==> src/hex_record_loader_params.svh <==
// Constants of the hex record loader: character codes, record layout and reset values.
// Function
// - First character high nibble, second low nibble.
// - Record starts with S and kind digit.
// - Length counts address, data and checksum bytes.
// - Address is two, three or four bytes; the code takes two-byte addresses only.
// - Accept any data byte count; the code stalls for good on more than FIFO_DEPTH data bytes.
// - Checksum is complement of byte sum.
// - CR, LF and NUL end records silently; the code ends records on length, and one inside a record sets fmt_err_o.
// - Skip leading field before the type.
// - Only S1 and S9; ignore before S1.
// - S1 data goes to consecutive addresses.
// - S9 entry address captured and reported.
// - S0 header checked but never stored.
// - Several header records are accepted.
// - Length and checksum checked on every record.
// - ASCII digits and A-F map to nibbles.
`ifndef HEX_RECORD_LOADER_PARAMS_SVH
`define HEX_RECORD_LOADER_PARAMS_SVH
`define CH_S 8'h53
`define CH_CR 8'h0d
`define CH_LF 8'h0a
`define CH_NUL 8'h00
`define CH_0 8'h30
`define CH_9 8'h39
`define CH_UA 8'h41
`define CH_UF 8'h46
`define CH_LA 8'h61
`define CH_LF_LOWER 8'h66
`define KIND_HEADER 4'h0
`define KIND_DATA 4'h1
`define KIND_END 4'h9
`define ADDR_BYTES_16 8'h02
`define ADDR_RESET 16'h0000
`define FIFO_DEPTH_DEF 16
`endif

==> src/hex_record_loader_pkg.sv <==
// Types shared by the hex record loader files.
package hex_record_loader_pkg;
    typedef enum logic [2:0] {
        ST_HUNT,
        ST_KIND,
        ST_FIELD,
        ST_CHECK,
        ST_WRITE,
        ST_DONE
    } parse_state_e;
    typedef logic [7:0] byte_t;
endpackage

==> src/hex_record_loader.sv <==
// Hex record loader: parses ASCII load records and writes data bytes to memory.
`timescale 1ns/10ps
`include "hex_record_loader_params.svh"
module hex_record_loader #(
    parameter int FIFO_DEPTH = `FIFO_DEPTH_DEF
) (
    input wire logic mclk_i,
    input wire logic rst_b_i,
    input wire logic [7:0] char_i,
    input wire logic char_valid_i,
    output logic char_ready_o,
    output logic [15:0] mem_addr_o,
    output logic [7:0] mem_data_o,
    output logic mem_wr_o,
    input wire logic mem_ready_i,
    output logic loading_o,
    output logic done_o,
    output logic [15:0] entry_addr_o,
    output logic sum_err_o,
    output logic fmt_err_o,
    output logic [15:0] rec_count_o
);
    hex_record_loader_pkg::parse_state_e state;
    logic [3:0] nib;
    logic nib_ok;
    logic hi_half;
    logic [3:0] hi_nib;
    logic [3:0] kind;
    logic [7:0] remain;
    logic [7:0] field_idx;
    logic [7:0] sum;
    logic [15:0] addr;
    logic [15:0] wr_addr;
    logic seen_data;
    logic rec_bad;
    logic [7:0] byte_val;
    logic byte_done;
    logic take;
    logic kind_take;
    logic pair_take;
    logic bad_char;
    logic last_pair;
    logic drop;
    logic rec_good;
    logic stage_valid;
    logic stage_ready;
    logic [23:0] fifo_out;
    logic fifo_valid;
    logic fifo_ready;
    logic wr_busy;

    hex_nibble u_nibble (
        .char_i(char_i),
        .nibble_o(nib),
        .valid_o(nib_ok)
    );

    // Record data is staged in the FIFO and only released after the checksum passes.
    byte_fifo #(
        .WIDTH(24),
        .DEPTH(FIFO_DEPTH)
    ) u_fifo (
        .mclk_i(mclk_i),
        .rst_b_i(rst_b_i),
        .clear_i(drop),
        .in_data_i({wr_addr, byte_val}),
        .in_valid_i(stage_valid),
        .in_ready_o(stage_ready),
        .out_data_o(fifo_out),
        .out_valid_o(fifo_valid),
        .out_ready_i(fifo_ready)
    );

    assign byte_val = {hi_nib, nib};
    assign byte_done = (state == hex_record_loader_pkg::ST_FIELD) && !hi_half && nib_ok;
    // A data byte of an S1 record waits for FIFO room; records longer than the FIFO stall input.
    assign stage_valid = byte_done && kind == `KIND_DATA && field_idx > `ADDR_BYTES_16 &&
                         remain > 8'h01 && char_valid_i;
    assign char_ready_o = (state == hex_record_loader_pkg::ST_HUNT) ||
                          (state == hex_record_loader_pkg::ST_KIND) ||
                          (state == hex_record_loader_pkg::ST_FIELD &&
                           (!stage_valid || stage_ready));
    assign take = char_valid_i && char_ready_o;
    assign kind_take = (state == hex_record_loader_pkg::ST_KIND) && take;
    assign pair_take = byte_done && take;
    assign bad_char = (state == hex_record_loader_pkg::ST_FIELD) && take && !nib_ok;
    assign last_pair = pair_take && (field_idx != 8'h00) && (remain == 8'h01);
    assign rec_good = (state == hex_record_loader_pkg::ST_CHECK) && !rec_bad;
    // A failed or aborted record leaves nothing staged in the FIFO.
    assign drop = bad_char || (state == hex_record_loader_pkg::ST_CHECK && rec_bad);
    assign loading_o = seen_data && (state != hex_record_loader_pkg::ST_DONE);
    assign done_o = (state == hex_record_loader_pkg::ST_DONE);
    assign fifo_ready = fifo_valid && (state == hex_record_loader_pkg::ST_WRITE) &&
                        (!wr_busy || mem_ready_i);

    always_ff @(posedge mclk_i or negedge rst_b_i) begin
        if (!rst_b_i) begin
            state <= hex_record_loader_pkg::ST_HUNT;
        end else begin
            case (state)
                hex_record_loader_pkg::ST_HUNT: begin
                    // Anything before an S, line numbers and line ends included, is skipped.
                    if (take && char_i == `CH_S) begin
                        state <= hex_record_loader_pkg::ST_KIND;
                    end
                end
                hex_record_loader_pkg::ST_KIND: begin
                    // A second S restarts the type field, so the state simply stays.
                    if (take && char_i != `CH_S) begin
                        if (nib_ok && (nib == `KIND_HEADER ||
                                       nib == `KIND_DATA || nib == `KIND_END)) begin
                            state <= hex_record_loader_pkg::ST_FIELD;
                        end else begin
                            state <= hex_record_loader_pkg::ST_HUNT;
                        end
                    end
                end
                hex_record_loader_pkg::ST_FIELD: begin
                    if (bad_char) begin
                        state <= hex_record_loader_pkg::ST_HUNT;
                    end else if (last_pair) begin
                        state <= hex_record_loader_pkg::ST_CHECK;
                    end
                end
                hex_record_loader_pkg::ST_CHECK: begin
                    // An end record before the first data record is discarded like any other.
                    if (rec_bad) begin
                        state <= hex_record_loader_pkg::ST_HUNT;
                    end else if (kind == `KIND_END && seen_data) begin
                        state <= hex_record_loader_pkg::ST_WRITE;
                    end else if (kind == `KIND_DATA) begin
                        state <= hex_record_loader_pkg::ST_WRITE;
                    end else begin
                        state <= hex_record_loader_pkg::ST_HUNT;
                    end
                end
                hex_record_loader_pkg::ST_WRITE: begin
                    if (!fifo_valid && (!wr_busy || mem_ready_i)) begin
                        state <= (kind == `KIND_END) ? hex_record_loader_pkg::ST_DONE :
                                 hex_record_loader_pkg::ST_HUNT;
                    end
                end
                hex_record_loader_pkg::ST_DONE: begin
                    state <= hex_record_loader_pkg::ST_DONE;
                end
                default: begin
                    state <= hex_record_loader_pkg::ST_HUNT;
                end
            endcase
        end
    end

    // Two characters make a byte, the first giving the upper nibble.
    always_ff @(posedge mclk_i or negedge rst_b_i) begin
        if (!rst_b_i) begin
            hi_half <= 1'b1;
            hi_nib <= 4'h0;
        end else if (kind_take) begin
            hi_half <= 1'b1;
        end else if (state == hex_record_loader_pkg::ST_FIELD && take && nib_ok) begin
            hi_half <= !hi_half;
            if (hi_half) begin
                hi_nib <= nib;
            end
        end
    end

    always_ff @(posedge mclk_i or negedge rst_b_i) begin
        if (!rst_b_i) begin
            kind <= 4'h0;
        end else if (kind_take) begin
            kind <= nib;
        end
    end

    // The length byte loads the count of pairs still to come; the checksum pair is the last.
    always_ff @(posedge mclk_i or negedge rst_b_i) begin
        if (!rst_b_i) begin
            field_idx <= 8'h00;
            remain <= 8'h00;
        end else if (kind_take) begin
            field_idx <= 8'h00;
        end else if (pair_take) begin
            field_idx <= field_idx + 8'h01;
            if (field_idx == 8'h00) begin
                remain <= byte_val;
            end else begin
                remain <= remain - 8'h01;
            end
        end
    end

    always_ff @(posedge mclk_i or negedge rst_b_i) begin
        if (!rst_b_i) begin
            sum <= 8'h00;
        end else if (kind_take) begin
            sum <= 8'h00;
        end else if (pair_take && !last_pair) begin
            sum <= (field_idx == 8'h00) ? byte_val : sum + byte_val;
        end
    end

    always_ff @(posedge mclk_i or negedge rst_b_i) begin
        if (!rst_b_i) begin
            addr <= `ADDR_RESET;
            wr_addr <= `ADDR_RESET;
        end else if (pair_take) begin
            if (field_idx == 8'h01) begin
                addr[15:8] <= byte_val;
            end else if (field_idx == `ADDR_BYTES_16) begin
                addr[7:0] <= byte_val;
                wr_addr <= {addr[15:8], byte_val};
            end else if (stage_valid) begin
                wr_addr <= wr_addr + 16'h0001;
            end
        end
    end

    always_ff @(posedge mclk_i or negedge rst_b_i) begin
        if (!rst_b_i) begin
            rec_bad <= 1'b0;
        end else if (kind_take) begin
            rec_bad <= 1'b0;
        end else if (pair_take && field_idx == 8'h00) begin
            // Too short to hold address and checksum.
            if (byte_val < `ADDR_BYTES_16 + 8'h01) begin
                rec_bad <= 1'b1;
            end
        end else if (last_pair && byte_val != ~sum) begin
            rec_bad <= 1'b1;
        end
    end

    // Header records before the first data record never count as the start of loading.
    always_ff @(posedge mclk_i or negedge rst_b_i) begin
        if (!rst_b_i) begin
            seen_data <= 1'b0;
        end else if (rec_good && kind == `KIND_DATA) begin
            seen_data <= 1'b1;
        end
    end

    always_ff @(posedge mclk_i or negedge rst_b_i) begin
        if (!rst_b_i) begin
            rec_count_o <= 16'h0000;
        end else if (rec_good && kind == `KIND_DATA) begin
            rec_count_o <= rec_count_o + 16'h0001;
        end
    end

    always_ff @(posedge mclk_i or negedge rst_b_i) begin
        if (!rst_b_i) begin
            entry_addr_o <= `ADDR_RESET;
        end else if (rec_good && kind == `KIND_END && seen_data) begin
            entry_addr_o <= addr;
        end
    end

    always_ff @(posedge mclk_i or negedge rst_b_i) begin
        if (!rst_b_i) begin
            sum_err_o <= 1'b0;
        end else if (state == hex_record_loader_pkg::ST_CHECK && rec_bad) begin
            sum_err_o <= 1'b1;
        end
    end

    always_ff @(posedge mclk_i or negedge rst_b_i) begin
        if (!rst_b_i) begin
            fmt_err_o <= 1'b0;
        end else if (state == hex_record_loader_pkg::ST_FIELD && take && !nib_ok) begin
            fmt_err_o <= 1'b1;
        end
    end

    // One byte is presented per strobe; the next waits for the memory ready.
    always_ff @(posedge mclk_i or negedge rst_b_i) begin
        if (!rst_b_i) begin
            mem_wr_o <= 1'b0;
        end else begin
            mem_wr_o <= fifo_ready;
        end
    end

    always_ff @(posedge mclk_i or negedge rst_b_i) begin
        if (!rst_b_i) begin
            mem_addr_o <= 16'h0000;
            mem_data_o <= 8'h00;
        end else if (fifo_ready) begin
            mem_addr_o <= fifo_out[23:8];
            mem_data_o <= fifo_out[7:0];
        end
    end

    // A strobe stays outstanding until the memory answers it.
    always_ff @(posedge mclk_i or negedge rst_b_i) begin
        if (!rst_b_i) begin
            wr_busy <= 1'b0;
        end else if (fifo_ready) begin
            wr_busy <= 1'b1;
        end else if (mem_ready_i) begin
            wr_busy <= 1'b0;
        end
    end
endmodule

==> src/hex_nibble.sv <==
// Decoder of one ASCII hexadecimal character to a nibble.
`timescale 1ns/10ps
`include "hex_record_loader_params.svh"
module hex_nibble (
    input wire logic [7:0] char_i,
    output logic [3:0] nibble_o,
    output logic valid_o
);
    always_comb begin
        nibble_o = 4'h0;
        valid_o = 1'b1;
        if (char_i >= `CH_0 && char_i <= `CH_9) begin
            nibble_o = char_i[3:0];
        end else if ((char_i >= `CH_UA && char_i <= `CH_UF) ||
                     (char_i >= `CH_LA && char_i <= `CH_LF_LOWER)) begin
            nibble_o = char_i[3:0] + 4'h9;
        end else begin
            valid_o = 1'b0;
        end
    end
endmodule

==> src/byte_fifo.sv <==
// Flip-flop FIFO with valid and ready on both sides.
`timescale 1ns/10ps
module byte_fifo #(
    parameter int WIDTH = 24,
    parameter int DEPTH = 16
) (
    input wire logic mclk_i,
    input wire logic rst_b_i,
    input wire logic clear_i,
    input wire logic [WIDTH-1:0] in_data_i,
    input wire logic in_valid_i,
    output logic in_ready_o,
    output logic [WIDTH-1:0] out_data_o,
    output logic out_valid_o,
    input wire logic out_ready_i
);
    localparam int AW = $clog2(DEPTH);
    logic [WIDTH-1:0] mem [DEPTH];
    logic [AW-1:0] wr_ptr;
    logic [AW-1:0] rd_ptr;
    logic [AW:0] count;
    logic push;
    logic pop;

    assign in_ready_o = (count != (AW+1)'(DEPTH));
    assign out_valid_o = (count != '0);
    assign out_data_o = mem[rd_ptr];
    assign push = in_valid_i && in_ready_o;
    assign pop = out_valid_o && out_ready_i;

    always_ff @(posedge mclk_i) begin
        if (push) begin
            mem[wr_ptr] <= in_data_i;
        end
    end

    always_ff @(posedge mclk_i or negedge rst_b_i) begin
        if (!rst_b_i) begin
            wr_ptr <= '0;
            rd_ptr <= '0;
            count <= '0;
        end else if (clear_i) begin
            wr_ptr <= '0;
            rd_ptr <= '0;
            count <= '0;
        end else begin
            if (push) begin
                wr_ptr <= (wr_ptr == AW'(DEPTH - 1)) ? '0 : wr_ptr + 1'b1;
            end
            if (pop) begin
                rd_ptr <= (rd_ptr == AW'(DEPTH - 1)) ? '0 : rd_ptr + 1'b1;
            end
            count <= count + (AW+1)'(push) - (AW+1)'(pop);
        end
    end
endmodule

==> config.mk <==
export PLATFORM = sky130hd
export DESIGN_NAME = hex_record_loader
export DESIGN_NICKNAME = d
export VERILOG_FILES = /design/src/hex_record_loader_pkg.sv /design/src/hex_record_loader.sv /design/src/hex_nibble.sv /design/src/byte_fifo.sv
export VERILOG_INCLUDE_DIRS = /design/src
export SDC_FILE = /design/constraint.sdc
export NUM_CORES = 1
export LEC_CHECK = 0
export ABC_AREA = 1
export BUFFER_PORTS_ARGS = -buffer_cell sky130_fd_sc_hd__buf_2
export CAP_MARGIN = 5
export CORE_ASPECT_RATIO = 0.8
export CORE_MARGIN = 8
export CORE_UTILIZATION = 50
export CTS_CLUSTER_DIAMETER = 30
export CTS_CLUSTER_SIZE = 25
export DETAILED_ROUTE_END_ITERATION = 8
export PLACE_DENSITY = 0.69
export SLEW_MARGIN = 30
export SYNTH_ARGS = -nofsm -noshare
export SYNTH_HDL_FRONTEND = slang
export SYNTH_SLANG_ARGS = --single-unit
==> constraint.sdc <==
create_clock -name mclk_i -period 2.94 [get_ports mclk_i]
set_clock_uncertainty 0.1 [all_clocks]
set_input_delay 0.147 -clock mclk_i [delete_from_list [all_inputs] [get_ports mclk_i]]
set_output_delay 0.147 -clock mclk_i [all_outputs]
set_load 0.03 [all_outputs]
After elaboration in Yosys (flattened, before gate mapping). Memory sizes are Yosys's and may differ from the RTL's. A register that Yosys moved wholly into a read port is not among the register bits. Cells that the tools add are included. Widths: inputs -> output; s select.

$add $sub $neg: 10. $lt $le $gt $ge: 9. Equality and inequality tests: 24. Multiplexer cells: 40. Bitwise gates (word level): 3. Reductions and logical operators: 72.

Operator list (count): $mux 8 (6); $logic_and 1x1->1 (36); $add 16x1->16 const B (2); $mux 16 (2); $mux 4 (8); $mux 3 (9); $pmux 3 s6 (1); $eq 4x4->1 const B (4); $eq 8x1->1 const B (2); $ge 8x7->1 const B (2); $le 8x7->1 const B (2); $reduce_bool 2->1 (7); $mux 1 (12); $reduce_and 3->1 (3); $add 4x1->4 const B (2); $add 8x1->8 const B (1); $add 8x8->8 (1); $eq 4x1->1 const B (2); $eq 8x2->1 const B (1); $eq 8x7->1 const B (1); $ge 8x6->1 const B (1); $gt 8x1->1 const B (1); $gt 8x2->1 const B (1); $le 8x6->1 const B (1); other kinds (28) (50).

Register bits after elaboration: 119. Memory bits (writable): 384. Input port bits: 12. Output and inout port bits: 62. Logic and storage cells: 180. Memories: 1.

Memory list: u_fifo.mem (words 16, bits a word 24, read ports 1, clocked after Yosys merged registers in 1, wr ports 1, line byte_fifo.sv:18) `logic [WIDTH-1:0] mem [DEPTH];`.

Logic depth before layout (Yosys ltp).
Depth after elaboration: 22. Gate-level depth with buffers: 19. Gate-level depth less buffers: 19.

By module. Synthesis repeated with hierarchy kept, for this count alone.

Cell total of the unflattened synthesis: 2448. Area, all modules: 23851.6 sq um.

By module, submodules not included: byte_fifo (instances 1, cells an instance 1622, area each 16970.0 sq um, sequential area each 11856.4 sq um); hex_record_loader (instances 1, cells an instance 793, area each 6706.4 sq um, sequential area each 3254.4 sq um); hex_nibble (instances 1, cells an instance 33, area each 175.2 sq um, sequential area each 0.0 sq um).

Worst setup path after synthesis. No wires, ideal clock.

Kind: input -> register. Start point: input char_i[0]. End point: register sum[6]. Setup time: 128 ps. Arrival time: 2878 ps. Required time: 2712 ps. Path slack: -166 ps. Stages on the path: 17. Path buffers: 0. Cell sequence: inv_1 > ha_1 > inv_1 > nor2_1 > nand3_1 > nand3_1 > o22ai_1 > inv_1 > fa_1 > o21ai_0 > a21oi_1 > nand2_1 > a21oi_1 > o21ai_0 > o21ai_0 > inv_1 > o21ai_0.

Elaborated cells between the ends (all ways): 36. Classes of those cells: add/sub: 2; order compare: 6; mux: 7; reduce/logical: 21.

RTL lines: start: declaration (line hex_record_loader.sv:9) `input wire logic [7:0] char_i,`; $ge 8x7->1 (no source line) or $le 8x7->1 (tied branches); $logic_and 1x1->1 (no source line); $logic_or 1x1->1 (line hex_nibble.sv:14) `` end else if ((char_i >= `CH_UA && char_i <= `CH_UF) || ``; $mux 4 (line hex_nibble.sv:14); $mux 4 (*) (line hex_nibble.sv:12) `` if (char_i >= `CH_0 && char_i <= `CH_9) begin ``; net nib[1] (line hex_record_loader.sv:24) `logic [3:0] nib;`; $add 8x8->8 (*) (line hex_record_loader.sv:199) `sum <= (field_idx == 8'h00) ? byte_val : sum + byte_val;`; $mux 8 (*) (line hex_record_loader.sv:199); $mux 8 (*) (line hex_record_loader.sv:198) `end else if (pair_take && !last_pair) begin`; $mux 8 (*) (line hex_record_loader.sv:196) `end else if (kind_take) begin`; end signal: assignment (line hex_record_loader.sv:199); end: declaration (line hex_record_loader.sv:31) `logic [7:0] sum;`.

Mark *: on every way through the listed nets, which the timed path passes. The rest lies on a longest branch. The select of a mux whose other input is x is not followed. A chain may end at the register's enable or synchronous reset.

Worst setup path in the final report.
Start point: register remain[0]. End point: register u_fifo.count[4].

Cells in the longest elaborated chain, start to end: 12. Elaborated cells between the ends (all ways): 15. Classes of those cells: add/sub: 2; order compare: 1; mux: 1; reduce/logical: 11.

RTL lines: start: declaration (line hex_record_loader.sv:29) `logic [7:0] remain;`; start signal: assignment (line hex_record_loader.sv:186) `remain <= byte_val;`; start signal: assignment (line hex_record_loader.sv:188) `remain <= remain - 8'h01;`; $gt 8x1->1 (*) (line hex_record_loader.sv:78) `remain > 8'h01 && char_valid_i;`; $logic_and 1x1->1 (*) (2 in a row) (line hex_record_loader.sv:77) `` assign stage_valid = byte_done && kind == `KIND_DATA && field_idx > `ADDR_BYTES_16 && ``; branches (longest 8 deep; another with $add 5x1->5); $mux 5 (*) (line byte_fifo.sv:42) `end else if (clear_i) begin`; end signal: assignment (line byte_fifo.sv:53) `count <= count + (AW+1)'(push) - (AW+1)'(pop);`; end: declaration (line byte_fifo.sv:21) `logic [AW:0] count;`.

Every way passes the cells marked *.

==> results.sh <==
export IMPL_synth_flop_cell="edfxtp_1"
export IMPL_drtAntennaViolNets=0
export IMPL_rows=69
export IMPL_crit_path_end="u_fifo.count[4]"
export IMPL_ys_ff_latch=527
export IMPL_worstSetupStartpointType="register"
export IMPL_timing_final_ws_setup_ns=0.207
export IMPL_start_util_pct=50.3
export IMPL_die_y_um=205
export IMPL_placedCellCount=2616
export IMPL_syn_mean_instance_area_um2=11.3
export IMPL_root_buffer="clkbuf_16"
export IMPL_grtUsageTotal_pct=21.4
export IMPL_gp_congestion=0.906
export IMPL_clkTransAtPathRegs_ns=0.05
export IMPL_r2r_start="remain[0]"
export IMPL_syn_inst=1962
export IMPL_critPathLaunch="remain[0]"
export IMPL_grt_pass1_vias=15500
export IMPL_first_pass_iters=5
export IMPL_grt_antenna_before_repair=0
export IMPL_h_tree_depth=3
export IMPL_dieArea_um2=51500
export IMPL_period_minus_slack_ns=2.73
export IMPL_drv_slew=0
export IMPL_portBuffers=73
export IMPL_synth_edff_count=384
export IMPL_num_nets_final=2160
export IMPL_relSlewSlack_pct=45.0
export IMPL_cp_arrival_ns=3.14
export IMPL_yosysWarnings=0
export IMPL_cp_cell_sequence="inv_1 > ha_1 > inv_1 > nor2_2 > nand2_1 > nand3_1 > nor2_1 > nand2_1 > nor2_4 > ha_1 > fa_1 > nand2_1 > a21oi_1 > nor2_1 > xor2_1 > nor2_1"
export IMPL_p_leak_nw=10.9
export IMPL_grt_max_degree=137
export IMPL_cts_inserted_buffers=98
export IMPL_n_antenna_cell=0
export IMPL_status="finished clean"
export IMPL_dp_hpwl_mm=32.4
export IMPL_hp_class="in2async"
export IMPL_clock_sinks=527
export IMPL_vias=15600
export IMPL_syn2layout_area_growth_pct=22.7
export IMPL_rrSetupSlack_ns=0.21
export IMPL_reg2regPathDepth=16
export IMPL_route_detailed_drc=0
export IMPL_dieWidth_um=252
export IMPL_rsz0062_at_grt="false"
export IMPL_routed_wirelength_mm=55.0
export IMPL_cts_setup_buffers=0
export IMPL_drive_gt1_share_pct=16.4
export IMPL_end_kind="register"
export IMPL_max_freq_mhz=366
export IMPL_ys_types=45
export IMPL_core_um2=44200
export IMPL_path_class="reg2reg"
export IMPL_maxCapViolCount=0
export IMPL_critPathMaxFanout=10
export IMPL_fin_cells=2805
export IMPL_slowest_stage="dfrtp_1"
export IMPL_async_flop_share_pct=27.1
export IMPL_clkLatencyLatePin_ns=0.62
export IMPL_max_stage_delay_ns=0.39
export IMPL_tightest_slew_ns=0.825
export IMPL_synth_nets=2005
export IMPL_wl_per_cell_um=19.6
export IMPL_dp_slack_ns=0.110
export IMPL_setup_viol=0
export IMPL_drt_iter0_drc=1545
export IMPL_viasPerCell=5.58
export IMPL_grt_pass1_wl_mm=87.1
export IMPL_clockBufferDepth=3
export IMPL_irDropWorstVdd_mv=0.713
export IMPL_synth_area_um2=22200
export IMPL_io_pins=74
export IMPL_finalHoldViolCount=0
export IMPL_p_per_area_nw_per_um2=734
export IMPL_r2r_end="u_fifo.count[4]"
export IMPL_period_share_pct=93.0
export IMPL_cts_tree="yes"
export IMPL_grt_overflow_total=0
export IMPL_synth_seq_area_share_pct=67.9
export IMPL_cp_required_ns=3.34
export IMPL_fin_util_pct=61.7
[cells in the final DEF (no fill, tap or decap), types with 9 or more instances in the layout]
cell type	netlist	layout
clkbuf_1	84	12
a2bb2oi_1	15	15
o21ai_1	19	19
buf_4	0	55
buf_12	0	21
inv_1	119	117
nor2_1	308	290
o22ai_1	51	50
edfxtp_1	384	384
clkinv_1	1	17
o21ai_0	283	283
a21oi_1	50	50
ha_1	29	29
buf_2	6	72
dfrtp_1	142	140
o211ai_1	15	15
nand4_1	9	9
clkinvlp_4	0	14
clkinv_4	0	14
o21a_1	10	10
inv_2	11	12
nand3_1	91	91
xnor2_1	13	13
bufinv_16	0	12
nand2_1	206	206
clkbuf_16	0	102
xor2_1	27	27
nor2_2	3	20
o221ai_1	34	34
[cell families after synthesis]
family	synth area share, %
AND/OR/NAND/NOR	12.2
flip-flops	67.9
AO/OA/AOI/OAI	12.5
buffers and inverters	4.03
XOR/XNOR	1.57
adder cells (fa/ha/maj)	1.81
[worst min path at each step]
stage          startpoint  slack [ns]                to  cells past startpoint
5_1_grt           rst_b_i        0.09  entry_addr_o[13]                      2
2_1_floorplan     rst_b_i       -0.25           addr[0]                      0
3_5_place_dp      rst_b_i        0.15    rec_count_o[6]                      1
4_1_cts           rst_b_i        0.05   entry_addr_o[9]                      2
6_report          rst_b_i        0.03    rec_count_o[6]                      2
3_3_place_gp      rst_b_i        0.14    rec_count_o[6]                      1
[report_power, final]
| part | switching (mW) | leakage (nW) | total [mW] | internal [mW] |
|---|---|---|---|---|
| Sequential | 0.0482 | 5.58 | 8.11 | 8.07 |
| Combinational | 0.502 | 3.69 | 0.672 | 0.170 |
| Clock | 3.82 | 1.60 | 11.2 | 7.43 |
| Total | 4.37 | 10.9 | 20.0 | 15.7 |
[worst max-delay path: cells and delay by family (launching register included)]
family,cells,cell delay [ns]
and+or+nand+nor,9,0.92
adders and majority gates,3,0.81
DFF,1,0.39
buffers and inverters,2,0.19
xor gates and xnor gates,1,0.15
AOI/OAI and AO/OA,1,0.06
[metrics by stage]
stage	hold WS [ns]	TNS (ns)	area, µm²	power [mW]
6_report	0.0253	0	27300	20.0
5_1_grt	0.0879	0	27300	20.6
4_1_cts	0.0472	0	27300	20.2
3_5_place_dp	0.146	0	23900	8.91
3_3_place_gp	0.141	0	23900	8.90
2_1_floorplan	-0.249	-9.37	22300	8.62
[final cells by class]
cell class | instances | area [µm²]
clock buffer | 115 | 2610
inverter | 131 | 494
tap | 603 | 754
clock inverter | 70 | 773
timing repair buffer | 153 | 1240
multi-input combinational | 1206 | 6290
sequential | 527 | 15100
fill | 3408 | 16900
[cell usage after synthesis, types with 2 or more instances]
cell	count	area, µm²
a21oi_1	50	250
a2bb2oi_1	15	131
a31oi_1	2	12.5
buf_1	4	15.0
buf_2	6	30.0
buf_6	4	45.0
clkbuf_1	84	315
dfrtp_1	142	3550
edfxtp_1	384	11500
fa_1	2	40.0
ha_1	29	363
inv_1	119	447
inv_2	11	41.3
nand2_1	206	773
nand2_2	4	25.0
nand3_1	91	455
nand3_2	2	20.0
nand3b_1	2	15.0
nand4_1	9	56.3
nor2_1	308	1160
nor2_2	3	18.8
nor3_1	7	35.0
nor3b_1	2	15.0
nor3b_2	2	25.0
nor4_1	6	37.5
o211ai_1	15	113
o21a_1	10	75.1
o21ai_0	283	1420
o21ai_1	19	95.1
o221ai_1	34	298
o22ai_1	51	319
o31ai_1	3	22.5
or2_2	3	18.8
xnor2_1	13	114
xor2_1	27	236
[routing by layer]
metal,track usage [%],share of wire (%),vias up
li1,-,-,7310
met1,30.3,45,7608
met2,33.2,46,634
met3,4.55,7.4,88
met4,6.27,1.8,0
met5,0,0,-
[flip-flops by register name (all words and copies together) (netlist names), 16 cells and up]
signal and cells:
entry_addr_o 16, rec_count_o 16, wr_addr 16, mem_addr_o 16, addr 16, u_fifo.mem 384
[timing repair]
action	in CTS	in global routing
endpoints found under the setup margin	0	1
resized for setup	0	1
hold buffers	4	0
hold endpoints to repair	115	0
Power figures use the tool's default switching activity.
